$ cat src/logic/acpod_pkg.sv
/*
 * Constants shared by the converter control and output demux block.
 * Assumes nothing beyond a SystemVerilog compiler.
 */
package acpod_pkg;
   localparam int          SAMPLE_W           = 8;
   localparam int          FIFO_DEPTH         = 4;
   localparam int          LANES              = 4;
   localparam int          SYNC_W             = 17;
   localparam int          CFG_W              = 16;
   localparam logic [6:0]  CAL_MIN_CYCLES     = 7'h50;
   localparam logic [3:0]  CFG_LAST_BIT       = 4'hF;
   localparam logic [15:0] CFG_RESET          = 16'h0000;
   localparam int          CFG_RANGE_BIT      = 0;
   localparam int          CFG_EDGE_BIT       = 1;
   localparam int          CFG_DDR_BIT        = 2;
   localparam int          CFG_DEMUX2_BIT     = 3;
   localparam int          CFG_RESYNC_SRC_BIT = 14;
   localparam logic [1:0]  SLOT_LAST_4        = 2'h3;
   localparam logic [1:0]  SLOT_LAST_2        = 2'h1;
   localparam logic [1:0]  SLOT_OFFSET_2      = 2'h2;

   typedef enum logic [2:0] {
      CAL_WAIT_LOW = 3'h1,
      CAL_LOW      = 3'h2,
      CAL_HIGH     = 3'h4
   } acpod_cal_e;
endpackage : acpod_pkg

$ cat src/logic/acpod_top.sv
/*
 * Digital control and output demux of an 8-bit dual-edge sampling converter:
 * pin mode decode, extended control serial load, calibration trigger,
 * power down, sample capture, 1:4 / 1:2 output demux and data clock.
 * Assumes all pins are asynchronous to clk_sys; three-level pins arrive as a
 * logic level plus a mid-level (floating or half supply) detect; laneReady
 * comes from capture logic on clk_sys.
 */
// Behaviour
// - Sample on both input clock edges
// - Output codes are offset binary
// - Default mode spreads samples over four lanes
// - Two-way mode uses only lanes c, d
// - Calibrate after 80 low, 80 high cycles
// - Power-down input high holds power down
// - Range pin low 600 mV, high 800 mV
// - Range pin mid-level enters extended control
// - Swing pin becomes serial clock in extended
// - Edge pin becomes serial data in extended
// - Edge pin picks edge; mid selects DDR
// - Resync pulse resets output data clock
// - Resync pin active when config bit14 zero
`timescale 1ns/100ps
module acpod_top (
   input  wire logic                         clk_sys,
   input  wire logic                         arst_n,
   input  wire logic                         sampleClock,
   input  wire logic [acpod_pkg::SAMPLE_W-1:0] sampleCode,
   input  wire logic                         rangeOrExtctlSelect,
   input  wire logic                         rangeOrExtctlSelectMid,
   input  wire logic                         outputSwingSelect,
   input  wire logic                         outputEdgeSelect,
   input  wire logic                         outputEdgeSelectMid,
   input  wire logic                         outputClockResync,
   input  wire logic                         powerDownInput,
   input  wire logic                         calTrigger,
   input  wire logic                         laneReady,
   output logic [acpod_pkg::SAMPLE_W-1:0]    outputLaneA,
   output logic [acpod_pkg::SAMPLE_W-1:0]    outputLaneB,
   output logic [acpod_pkg::SAMPLE_W-1:0]    outputLaneC,
   output logic [acpod_pkg::SAMPLE_W-1:0]    outputLaneD,
   output logic                              laneValid,
   output logic                              outputDataClock,
   output logic                              calStart,
   output logic                              powerDownActive,
   output logic                              extendedMode,
   output logic                              fullScale800,
   output logic                              outputSwingHigh,
   output logic                              ddrMode,
   output logic                              demux2Mode,
   output logic                              sampleOverrun,
   output logic [acpod_pkg::CFG_W-1:0]       configWord
);
   import acpod_pkg::*;

   logic [1:0]          rstPipe;
   logic                rst_n;
   logic [SYNC_W-1:0]   syncIn;
   logic [SYNC_W-1:0]   syncOut;
   logic                sclkS;
   logic [SAMPLE_W-1:0] codeS;
   logic                rangeS;
   logic                rangeMidS;
   logic                swingS;
   logic                edgeS;
   logic                edgeMidS;
   logic                resyncS;
   logic                pdS;
   logic                calS;
   logic                sclkPrev;
   logic                sampleEdge;
   logic                sclkRise;
   logic                serClkPrev;
   logic                serClkRise;
   logic [CFG_W-2:0]    serShift;
   logic [3:0]          serCount;
   logic                edgeRising;
   logic                resyncActive;
   logic                fifoInReady;
   logic                fifoOutValid;
   logic                fifoOutReady;
   logic [SAMPLE_W-1:0] fifoOutData;
   logic [SAMPLE_W-1:0] pushData;
   logic [SAMPLE_W-1:0] stage   [LANES];
   logic [SAMPLE_W-1:0] laneOut [LANES];
   logic [1:0]          slot;
   logic [1:0]          slotLast;
   logic [1:0]          stageIdx;
   logic                groupFull;
   logic                emitWord;
   logic                clkHalf;
   acpod_cal_e          calState;
   logic [6:0]          calCount;

   // Reset release through two flip-flops
   always_ff @(posedge clk_sys or negedge arst_n) begin
      if (!arst_n) begin
         rstPipe <= 2'h0;
      end else begin
         rstPipe <= {rstPipe[0], 1'b1};
      end
   end
   assign rst_n = rstPipe[1];

   assign syncIn = {sampleClock, sampleCode, rangeOrExtctlSelect, rangeOrExtctlSelectMid,
                    outputSwingSelect, outputEdgeSelect, outputEdgeSelectMid,
                    outputClockResync, powerDownInput, calTrigger};

   acpod_sync #(.W(SYNC_W)) u_sync (
      .clk   (clk_sys),
      .rst_n (rst_n),
      .d     (syncIn),
      .q     (syncOut)
   );

   assign {sclkS, codeS, rangeS, rangeMidS, swingS, edgeS, edgeMidS,
           resyncS, pdS, calS} = syncOut;

   // Mode decode
   assign extendedMode    = rangeMidS;
   assign fullScale800    = extendedMode ? configWord[CFG_RANGE_BIT] : rangeS;
   assign ddrMode         = extendedMode ? configWord[CFG_DDR_BIT] : edgeMidS;
   assign edgeRising      = extendedMode ? configWord[CFG_EDGE_BIT] : edgeS;
   assign demux2Mode      = extendedMode & configWord[CFG_DEMUX2_BIT];
   assign outputSwingHigh = extendedMode | swingS;
   assign powerDownActive = pdS;
   assign resyncActive    = resyncS & (~extendedMode | ~configWord[CFG_RESYNC_SRC_BIT]);

   // Input clock edge finding
   always_ff @(posedge clk_sys or negedge rst_n) begin
      if (!rst_n) begin
         sclkPrev   <= 1'b0;
         serClkPrev <= 1'b0;
      end else begin
         sclkPrev   <= sclkS;
         serClkPrev <= swingS;
      end
   end
   assign sampleEdge = sclkS ^ sclkPrev;
   assign sclkRise   = sclkS & ~sclkPrev;
   assign serClkRise = extendedMode & swingS & ~serClkPrev;

   // Serial load of the configuration word in extended control mode
   always_ff @(posedge clk_sys or negedge rst_n) begin
      if (!rst_n) begin
         serShift   <= '0;
         serCount   <= 4'h0;
         configWord <= CFG_RESET;
      end else if (!extendedMode) begin
         serCount <= 4'h0;
      end else if (serClkRise) begin
         serShift <= {serShift[CFG_W-3:0], edgeS};
         serCount <= serCount + 4'h1;
         if (serCount == CFG_LAST_BIT) begin
            configWord <= {serShift, edgeS};
         end
      end
   end

   // Calibration trigger qualification in input clock cycles
   always_ff @(posedge clk_sys or negedge rst_n) begin
      if (!rst_n) begin
         calState <= CAL_WAIT_LOW;
         calCount <= 7'h00;
         calStart <= 1'b0;
      end else begin
         calStart <= 1'b0;
         case (calState)
            CAL_WAIT_LOW: begin
               calCount <= 7'h00;
               if (!calS) begin
                  calState <= CAL_LOW;
               end
            end
            CAL_LOW: begin
               if (calS) begin
                  calCount <= 7'h00;
                  calState <= (calCount >= CAL_MIN_CYCLES) ? CAL_HIGH : CAL_WAIT_LOW;
               end else if (sclkRise && calCount < CAL_MIN_CYCLES) begin
                  calCount <= calCount + 7'h01;
               end
            end
            CAL_HIGH: begin
               if (!calS) begin
                  calCount <= 7'h00;
                  calState <= CAL_LOW;
               end else if (sclkRise) begin
                  calCount <= calCount + 7'h01;
                  if (calCount + 7'h01 >= CAL_MIN_CYCLES) begin
                     calStart <= 1'b1;
                     calState <= CAL_WAIT_LOW;
                  end
               end
            end
            default: begin
               calState <= CAL_WAIT_LOW;
               calCount <= 7'h00;
            end
         endcase
      end
   end

   // Sample capture into the FIFO, offset binary coding
   assign pushData = {~codeS[SAMPLE_W-1], codeS[SAMPLE_W-2:0]};

   acpod_fifo #(.WIDTH(SAMPLE_W), .DEPTH(FIFO_DEPTH)) u_fifo (
      .clk      (clk_sys),
      .rst_n    (rst_n),
      .flush    (pdS),
      .inValid  (sampleEdge & ~pdS),
      .inReady  (fifoInReady),
      .inData   (pushData),
      .outValid (fifoOutValid),
      .outReady (fifoOutReady),
      .outData  (fifoOutData)
   );

   always_ff @(posedge clk_sys or negedge rst_n) begin
      if (!rst_n) begin
         sampleOverrun <= 1'b0;
      end else begin
         sampleOverrun <= sampleEdge & ~pdS & ~fifoInReady;
      end
   end

   // Demux gathering
   assign slotLast     = demux2Mode ? SLOT_LAST_2 : SLOT_LAST_4;
   assign stageIdx     = demux2Mode ? slot + SLOT_OFFSET_2 : slot;
   assign fifoOutReady = ~pdS & ~resyncActive & ~groupFull;
   assign emitWord     = groupFull & laneReady & ~pdS & ~resyncActive;

   always_ff @(posedge clk_sys or negedge rst_n) begin
      if (!rst_n) begin
         slot      <= 2'h0;
         groupFull <= 1'b0;
      end else if (pdS || resyncActive) begin
         slot      <= 2'h0;
         groupFull <= 1'b0;
      end else begin
         if (emitWord) begin
            groupFull <= 1'b0;
         end
         if (fifoOutValid && fifoOutReady) begin
            if (slot == slotLast) begin
               slot      <= 2'h0;
               groupFull <= 1'b1;
            end else begin
               slot <= slot + 2'h1;
            end
         end
      end
   end

   // Staging and output registers, one per lane
   for (genvar i = 0; i < LANES; i++) begin : g_lane
      always_ff @(posedge clk_sys or negedge rst_n) begin
         if (!rst_n) begin
            stage[i]   <= '0;
            laneOut[i] <= '0;
         end else if (pdS) begin
            stage[i]   <= '0;
            laneOut[i] <= '0;
         end else begin
            if (fifoOutValid && fifoOutReady && stageIdx == i) begin
               stage[i] <= fifoOutData;
            end
            if (emitWord) begin
               laneOut[i] <= (demux2Mode && i < 2) ? '0 : stage[i];
            end
         end
      end
   end

   assign outputLaneA = laneOut[0];
   assign outputLaneB = laneOut[1];
   assign outputLaneC = laneOut[2];
   assign outputLaneD = laneOut[3];

   // Output word strobe and data clock
   always_ff @(posedge clk_sys or negedge rst_n) begin
      if (!rst_n) begin
         laneValid       <= 1'b0;
         outputDataClock <= 1'b0;
         clkHalf         <= 1'b0;
      end else if (pdS || resyncActive) begin
         laneValid       <= 1'b0;
         outputDataClock <= 1'b0;
         clkHalf         <= 1'b0;
      end else begin
         laneValid <= emitWord;
         clkHalf   <= emitWord & ~ddrMode;
         if (emitWord) begin
            outputDataClock <= ddrMode ? ~outputDataClock : edgeRising;
         end else if (clkHalf) begin
            outputDataClock <= ~edgeRising;
         end
      end
   end
endmodule : acpod_top

$ cat src/logic/acpod_sync.sv
/*
 * Two flip-flop synchroniser for a group of independent levels.
 * Assumes each bit is a slow level or is only used for edge finding.
 */
`timescale 1ns/100ps
module acpod_sync #(
   parameter int W = 1
) (
   input  wire logic         clk,
   input  wire logic         rst_n,
   input  wire logic [W-1:0] d,
   output logic      [W-1:0] q
);
   logic [W-1:0] meta;

   always_ff @(posedge clk or negedge rst_n) begin
      if (!rst_n) begin
         meta <= '0;
         q    <= '0;
      end else begin
         meta <= d;
         q    <= meta;
      end
   end
endmodule : acpod_sync

$ cat src/logic/acpod_fifo.sv
/*
 * Small flip-flop FIFO with valid/ready on both sides and a flush.
 * Assumes DEPTH is a power of two.
 */
`timescale 1ns/100ps
module acpod_fifo #(
   parameter int WIDTH = 8,
   parameter int DEPTH = 4
) (
   input  wire logic             clk,
   input  wire logic             rst_n,
   input  wire logic             flush,
   input  wire logic             inValid,
   output logic                  inReady,
   input  wire logic [WIDTH-1:0] inData,
   output logic                  outValid,
   input  wire logic             outReady,
   output logic      [WIDTH-1:0] outData
);
   localparam int AW = $clog2(DEPTH);

   logic [WIDTH-1:0] mem [DEPTH];
   logic [AW:0]      wrPtr;
   logic [AW:0]      rdPtr;
   logic             doPush;
   logic             doPop;

   assign inReady  = (wrPtr[AW] == rdPtr[AW]) || (wrPtr[AW-1:0] != rdPtr[AW-1:0]);
   assign outValid = (wrPtr != rdPtr);
   assign outData  = mem[rdPtr[AW-1:0]];
   assign doPush   = inValid && inReady && !flush;
   assign doPop    = outValid && outReady && !flush;

   always_ff @(posedge clk or negedge rst_n) begin
      if (!rst_n) begin
         wrPtr <= '0;
         rdPtr <= '0;
      end else if (flush) begin
         wrPtr <= '0;
         rdPtr <= '0;
      end else begin
         if (doPush) begin
            wrPtr <= wrPtr + 1'b1;
         end
         if (doPop) begin
            rdPtr <= rdPtr + 1'b1;
         end
      end
   end

   always_ff @(posedge clk) begin
      if (doPush) begin
         mem[wrPtr[AW-1:0]] <= inData;
      end
   end
endmodule : acpod_fifo

$ cat config.mk
export PLATFORM = sky130hd
export DESIGN_NAME = acpod_top
export DESIGN_NICKNAME = d
export VERILOG_FILES = /design/src/logic/acpod_pkg.sv /design/src/logic/acpod_top.sv /design/src/logic/acpod_sync.sv /design/src/logic/acpod_fifo.sv
export SDC_FILE = /design/constraint.sdc
export NUM_CORES = 1
export LEC_CHECK = 0
export BUFFER_PORTS_ARGS = -buffer_cell sky130_fd_sc_hd__buf_4
export CORE_MARGIN = 5
export CORE_UTILIZATION = 53
export DETAILED_ROUTE_END_ITERATION = 10
export GPL_TIMING_DRIVEN = 0
export PLACE_DENSITY = 0.87
export SLEW_MARGIN = 20
export SYNTH_ARGS = -nofsm -noshare
export SYNTH_HDL_FRONTEND = slang
export SYNTH_SLANG_ARGS = --single-unit
$ cat constraint.sdc
create_clock -name clk_sys -period 5 [get_ports clk_sys]
set_clock_uncertainty 0.15 [all_clocks]
set_input_delay 0.5 -clock clk_sys [delete_from_list [all_inputs] [get_ports clk_sys]]
set_output_delay 0.5 -clock clk_sys [all_outputs]
set_load 0.05 [all_outputs]
==> results of run 1 <==
==> how the worst min path moves through the flow <==
stage	startpoint	to	cells past startpoint
floorplan	arst_n	rstPipe[0]	0
global placement	arst_n	rstPipe[0]	1
detailed placement	arst_n	rstPipe[0]	1
CTS	sampleCode[3]	u_sync.meta[11]	1
global route	sampleCode[3]	u_sync.meta[11]	1
finish	sampleCode[7]	u_sync.meta[15]	1
==> area by class of cell <==
cell class / count / area, um^2 / share of cell area
clock buffers: 20 / 478 / 0.0509
clock inverters: 12 / 130 / 0.0139
multi-input cells: 389 / 2630 / 0.280
plain buffers: 37 / 206 / 0.0220
well taps: 184 / 230 / 0.0245
inverters: 12 / 50.0 / 0.00533
flip-flops and latches: 193 / 4990 / 0.532
repair buffers: 81 / 663 / 0.0707
==> critical path, cell delays in order, from the launching register on <==
cell and delay [ns]:
dfrtp_1 0.38, buf_6 0.16, buf_6 0.15, nand2_1 0.21, inv_1 0.15, buf_4 0.22
==> metrics by stage <==
step	hold WS, ns	cells	util	worst slack [ns]	instance area [um^2]
2_1_floorplan	0.0544	631	-	0.0335	7880
3_3_place_gp	0.133	892	0.598	-1.37	8690
3_5_place_dp	0.134	895	0.603	2.78	8760
4_1_cts	0.00493	928	0.646	2.63	9380
5_1_grt	0.00400	928	0.646	2.52	9380
6_report	0.0181	928	0.646	2.65	9380
==> repair_timing <==
action / 4_1_cts / 5_1_grt
setup buffers: 0 / 0
hold buffers: 1 / 0
endpoints found under the hold margin: 2 / 0
==> sequential cells by signal (all words and copies together), names as in the netlist, 3 cells and up <==
register and cells:
u_sync.meta 17, calCount 7, serCount 4, serShift 15, outputLaneC 8, outputLaneD 8, outputLaneA 8, stage 32
u_sync.q 17, u_fifo.rdPtr 3, u_fifo.mem 32, calState 3, outputLaneB 8, u_fifo.wrPtr 3, configWord 16
==> routing by layer <==
layer,track usage,part of all wire,up-vias
met1,0.253,0.40,2675
met5,0,0,-
met4,0.0994,0.035,0
met2,0.321,0.51,200
li1,-,-,2452
met3,0.0447,0.055,60
==> placed cells by master (no fill, tap or decap), drive strengths merged, types with 3 or more instances in the layout <==
master	synthesis	final
o211ai	4	4
and2	12	12
nand3b	5	5
buf	18	98
mux2	33	33
inv	11	12
edfxtp	32	32
a21oi	51	51
mux2i	6	6
nand4	6	6
clkbuf	19	39
nor2b	3	3
a21bo	3	3
and3	7	7
nand2	62	62
nor3	4	4
nand3	73	73
ha	9	9
mux4	8	8
or3	4	4
o21ai	39	39
nor2	14	14
clkinv	1	8
xnor2	10	10
dfrtp	160	160
==> logic make-up after synthesis <==
logic type,count (synthesis),synth area share
fa+ha+maj,9,0.0143
xor+xnor,12,0.0143
buf+inv,49,0.0326
flops,193,0.634
compound gates,117,0.0936
simple gates,203,0.134
other cells,1,0.000476
mux,47,0.0777
==> power groups by stage <==
stage | logic, uW | clock network (uW) | registers [uW]
6_report | 466 | 1370 | 1730
5_1_grt | 513 | 1450 | 1740
4_1_cts | 463 | 1390 | 1730
3_5_place_dp | 456 | 0 | 1760
3_3_place_gp | 404 | 0 | 1770
2_1_floorplan | 318 | 0 | 1760
==> reports/qor.yml, run 1 <==
sta:
  rsz0062_at_grt: "false"
  fin_tns_setup_ns: 0
  slew_headroom: 0.609
  max_freq_ghz: 0.425
  finalCritPeriodShare: 0.470
  fin_crit_ns: 2.35
  drv_slew: 0
  setup_viol_count_final: 0
  tightest_slew_ns: 0.587
  hold_viol_final: 0
global_route:
  grt_overflow: 0
  antenna_found_initial: 0
  grt_usage: 0.198
  grt_pass1_vias: 5675
  grt_pass1_wl_um: 28200
  grt_max_degree: 61
die:
  ios: 78
  coreArea_mm2: 0.0145
  die_w_um: 132
  initial_core_util: 0.542
  fp-row-count: 44
  die_h_um: 132
  die_area_mm2: 0.0174
pwr:
  switchingPower_uw: 920
  p_clk_frac: 0.383
  pwr-share-comb: 0.131
  switching_share: 0.258
  vdd_ir_drop_max_mv: 0.251
  p_per_area_mw_per_mm2: 380
  p_int_uw: 2640
  finalPower_uw: 3560
  seqPwrFrac: 0.486
  leakage_uw: 0.00421
worst_setup_path:
  worst-path-max-fanout: 10
  arrival_ns: 1.70
  crit_path_end_kind: "primary output"
  required_ns: 4.35
  critPathLaunchType: "register"
  worstReg2RegStart: "u_fifo.rdPtr[1]"
  rrSetupSlack_ns: 2.80
  critPathLaunch: "u_sync.q[6]"
  crit_path_end: "demux2Mode"
  worstSetupPathType: "register to primary output"
  reg2reg_to: "u_fifo.mem[0][3]"
  reg2reg_depth: 4
clock_tree:
  clkTransAtPathRegs_ns: 0.06
  cts_tree: "built"
  clockBufferDepth: 2
  cts.repair.resized: 0
  clock_latency_ns: 0.44
  cts_inserted_buffers: 17
  htree_levels: 4
  cts_num_sinks: 193
  root_buffer: "clkbuf_16"
route:
  viasPerCell: 5.80
  post-route-drc-count: 0
  wire_per_inst_um: 17.7
  final_antenna_net_count: 0
  vias: 5387
  drtPass1Iterations: 5
  drt_iter0_drc: 457
  wl_um: 16400
yosys:
  yosysMostFrequentCell: "dfrtp_1"
  synth_top_area_share: 0.508
  netlist_area_mm2: 0.00788
  yosys.area.top_type: "dfrtp_1"
  syn_area_per_cell_um2: 12.5
  yosys-top-cells-count: "160 x dfrtp_1, 73 x nand3_1, 61 x nand2_1"
  syn_nets: 660
  yosysWarningCount: 0
  ys_top_cells_by_area: "dfrtp_1 51%, edfxtp_1 12%, mux2_2 4.7%"
  async_reset_ff_frac: 0.834
  synth_top_flop_cell: "dfrtp_1"
  synth_cell_types: 62
  synth_edf_count: 32
  syn_inst: 631
  ys_ff_latch: 193
  synth_seq_area_share: 0.634
job:
  maxCapViolCount: 0
cells_and_area:
  area_growth_pct: 19.1
  nets: 760
  drive_gt1_frac: 0.265
  diodes: 0
  fillers: 1060
min_path:
  min_path_type: "input pin to register"
place:
  hpwlAfterDp_um: 11400
  routabilityCongestion: 0.934
  numPortBuffers: 77
outcome:
  outcome: "finished, final reports clean"
Note: power is estimated with default switching activity, not from simulation.
==> inputs of run 2 (changes only) <==
--- a/config.mk
+++ b/config.mk
@@ -7,10 +7,10 @@
 export LEC_CHECK = 0
 export BUFFER_PORTS_ARGS = -buffer_cell sky130_fd_sc_hd__buf_4
 export CORE_MARGIN = 5
-export CORE_UTILIZATION = 53
+export CORE_UTILIZATION = 57
 export DETAILED_ROUTE_END_ITERATION = 10
 export GPL_TIMING_DRIVEN = 0
-export PLACE_DENSITY = 0.87
+export PLACE_DENSITY = 0.88
 export SLEW_MARGIN = 20
 export SYNTH_ARGS = -nofsm -noshare
 export SYNTH_HDL_FRONTEND = slang
==> constraint.sdc (replaced) <==
create_clock -name clk_sys -period 2.5 [get_ports clk_sys]
set_clock_uncertainty 0.15 [all_clocks]
set_input_delay 0.25 -clock clk_sys [delete_from_list [all_inputs] [get_ports clk_sys]]
set_output_delay 0.25 -clock clk_sys [all_outputs]
set_load 0.05 [all_outputs]
==> reports/qor.yml, run 2 (synthesis gave the netlist of run 1 again) <==
cells_and_area:
  area_growth_pct: 20.7
  layout_commonest_cell: "dfrtp_1"
  drive_gt1_frac: 0.257
  final_cell_mix: "159 x dfrtp_1, 81 x buf_4, 73 x nand3_1, 61 x nand2_1, 51 x a21oi_1"
  nets: 778
pwr:
  leakage_uw: 0.00427
  p_per_area_mw_per_mm2: 737
  vdd_ir_drop_max_mv: 0.501
  finalPower_uw: 7010
clock_tree:
  cts_num_sinks: 193
  clock_latency_ns: 0.43
  htree_levels: 4
  cts.repair.resized: 0
  cts_tree: "built"
  cts_inserted_buffers: 17
  clkTransAtPathRegs_ns: 0.06
  clockBufferDepth: 2
  root_buffer: "clkbuf_16"
worst_setup_path:
  reg2reg_to: "u_fifo.mem[1][3]"
  worstReg2RegStart: "u_sync.q[1]"
  required_ns: 2.43
  crit_chain: "buf_2, inv_1, clkbuf_1, and3_1"
  arrival_ns: 2.18
  crit_buf_inv: 3
  critPathLaunchType: "register"
  worstSetupPathType: "register to register"
  slowest_stage: "and3_1"
  rrSetupSlack_ns: 0.25
  reg2reg_depth: 4
  critical-path-top-delay-family: "buffers and inverters"
  slowest_delay_ns: 0.51
  worst-path-max-fanout: 10
  crit_path_end_kind: "register"
global_route:
  grt_pass1_wl_um: 27900
  grt_overflow: 0
  grt_pass1_vias: 5589
  grt_usage: 0.218
  antenna_found_initial: 1
  grt_max_degree: 63
route:
  viasPerCell: 5.78
  final_antenna_net_count: 0
  drtPass1Iterations: 6
  vias: 5448
  wire_per_inst_um: 17.7
  post-route-drc-count: 0
  wl_um: 16700
  drt_iter0_drc: 558
min_path:
  min_to: "u_sync.q[12]"
  min_from: "u_sync.meta[12]"
  min_path_cells: 0
  min_path_type: "register to register"
place:
  routabilityCongestion: 0.910
  numPortBuffers: 77
  hpwlAfterDp_um: 11200
sta:
  fin_tns_setup_ns: 0
  drv_slew: 0
  setup_viol_count_final: 0
  fin_crit_ns: 2.25
  tightest_slew_ns: 0.733
  rsz0062_at_grt: "false"
  slew_headroom: 0.511
  max_freq_ghz: 0.445
  finalCritPeriodShare: 0.899
  hold_viol_final: 0
job:
  maxCapViolCount: 0
outcome:
  outcome: "finished, final reports clean"
die:
  ios: 78
  initial_core_util: 0.574
  die_h_um: 128
  coreArea_mm2: 0.0137
  die_area_mm2: 0.0163
  die_w_um: 128
  fp-row-count: 43
run 2: changes by cell type in the layout (fill, tap and decap cells not counted), sizes merged:
cell,previous run,this run
bufinv,2,1
dlygate4sd3,1,20
diode,0,1
buf,98,97
inv,12,14
clkinvlp,2,1
run 2: layout make-up:
cell class                 count  area [um^2]
clock buffer                  20          467
fill                         930         4210
buffer                        37          206
timing repair buffer          99          826
multi-input combinational    389         2630
clock inverter                12          106
sequential                   193         4990
antenna                        1         2.50
tap                          180          225
inverter                      12         50.0
run 2: what timing repair did:
item,CTS,global route
endpoints found under the hold margin,20,0
hold buffers,20,0
buffers inserted,0,0
run 2: per-stage QoR:
stage	utilization	std cells	hold slack (ns)	setup slack [ns]	instance area, um^2
final	0.693	943	0.197	0.253	9510
after global routing	0.693	943	0.211	0.0817	9510
after CTS	0.693	942	0.200	0.262	9510
after detailed placement	0.636	890	-0.116	0.278	8730
after global placement	0.633	888	-0.117	0.224	8680
after floorplan	-	631	-0.196	0.403	7880
run 2: power breakdown:
part / switching (uW) / leakage, uW / total, uW / internal [uW]
clock: 1150 / 0.000287 / 2600 / 1460
sequential: 117 / 0.00243 / 3480 / 3360
combinational: 572 / 0.00155 / 928 / 356
run 2: worst reg2reg max path, stage by stage (launching register included):
cell and delay [ns]:
dfrtp_1 0.43, buf_2 0.21, inv_1 0.17, clkbuf_1 0.41, and3_1 0.52
run 2: worst max path at each step:
| stage | start | end | depth (start not counted) |
|---|---|---|---|
| global route | u_sync.q[1] | u_fifo.mem[0][2] | 4 |
| floorplan | u_sync.q[6] | outputDataClock | 5 |
| finish | u_sync.q[1] | u_fifo.mem[1][3] | 4 |
| CTS | u_sync.q[1] | u_fifo.mem[0][2] | 4 |
| global placement | rstPipe[1] | outputLaneC[5] | 0 |
| detailed placement | u_sync.q[1] | u_fifo.mem[0][3] | 4 |
run 2: metal layers:
| metal | global-route usage | wire length (um) |
|---|---|---|
| met4 | 0.0858 | 386 |
| met5 | 0 | 0 |
| met3 | 0.0456 | 966 |
| met2 | 0.367 | 8760 |
| met1 | 0.277 | 6620 |
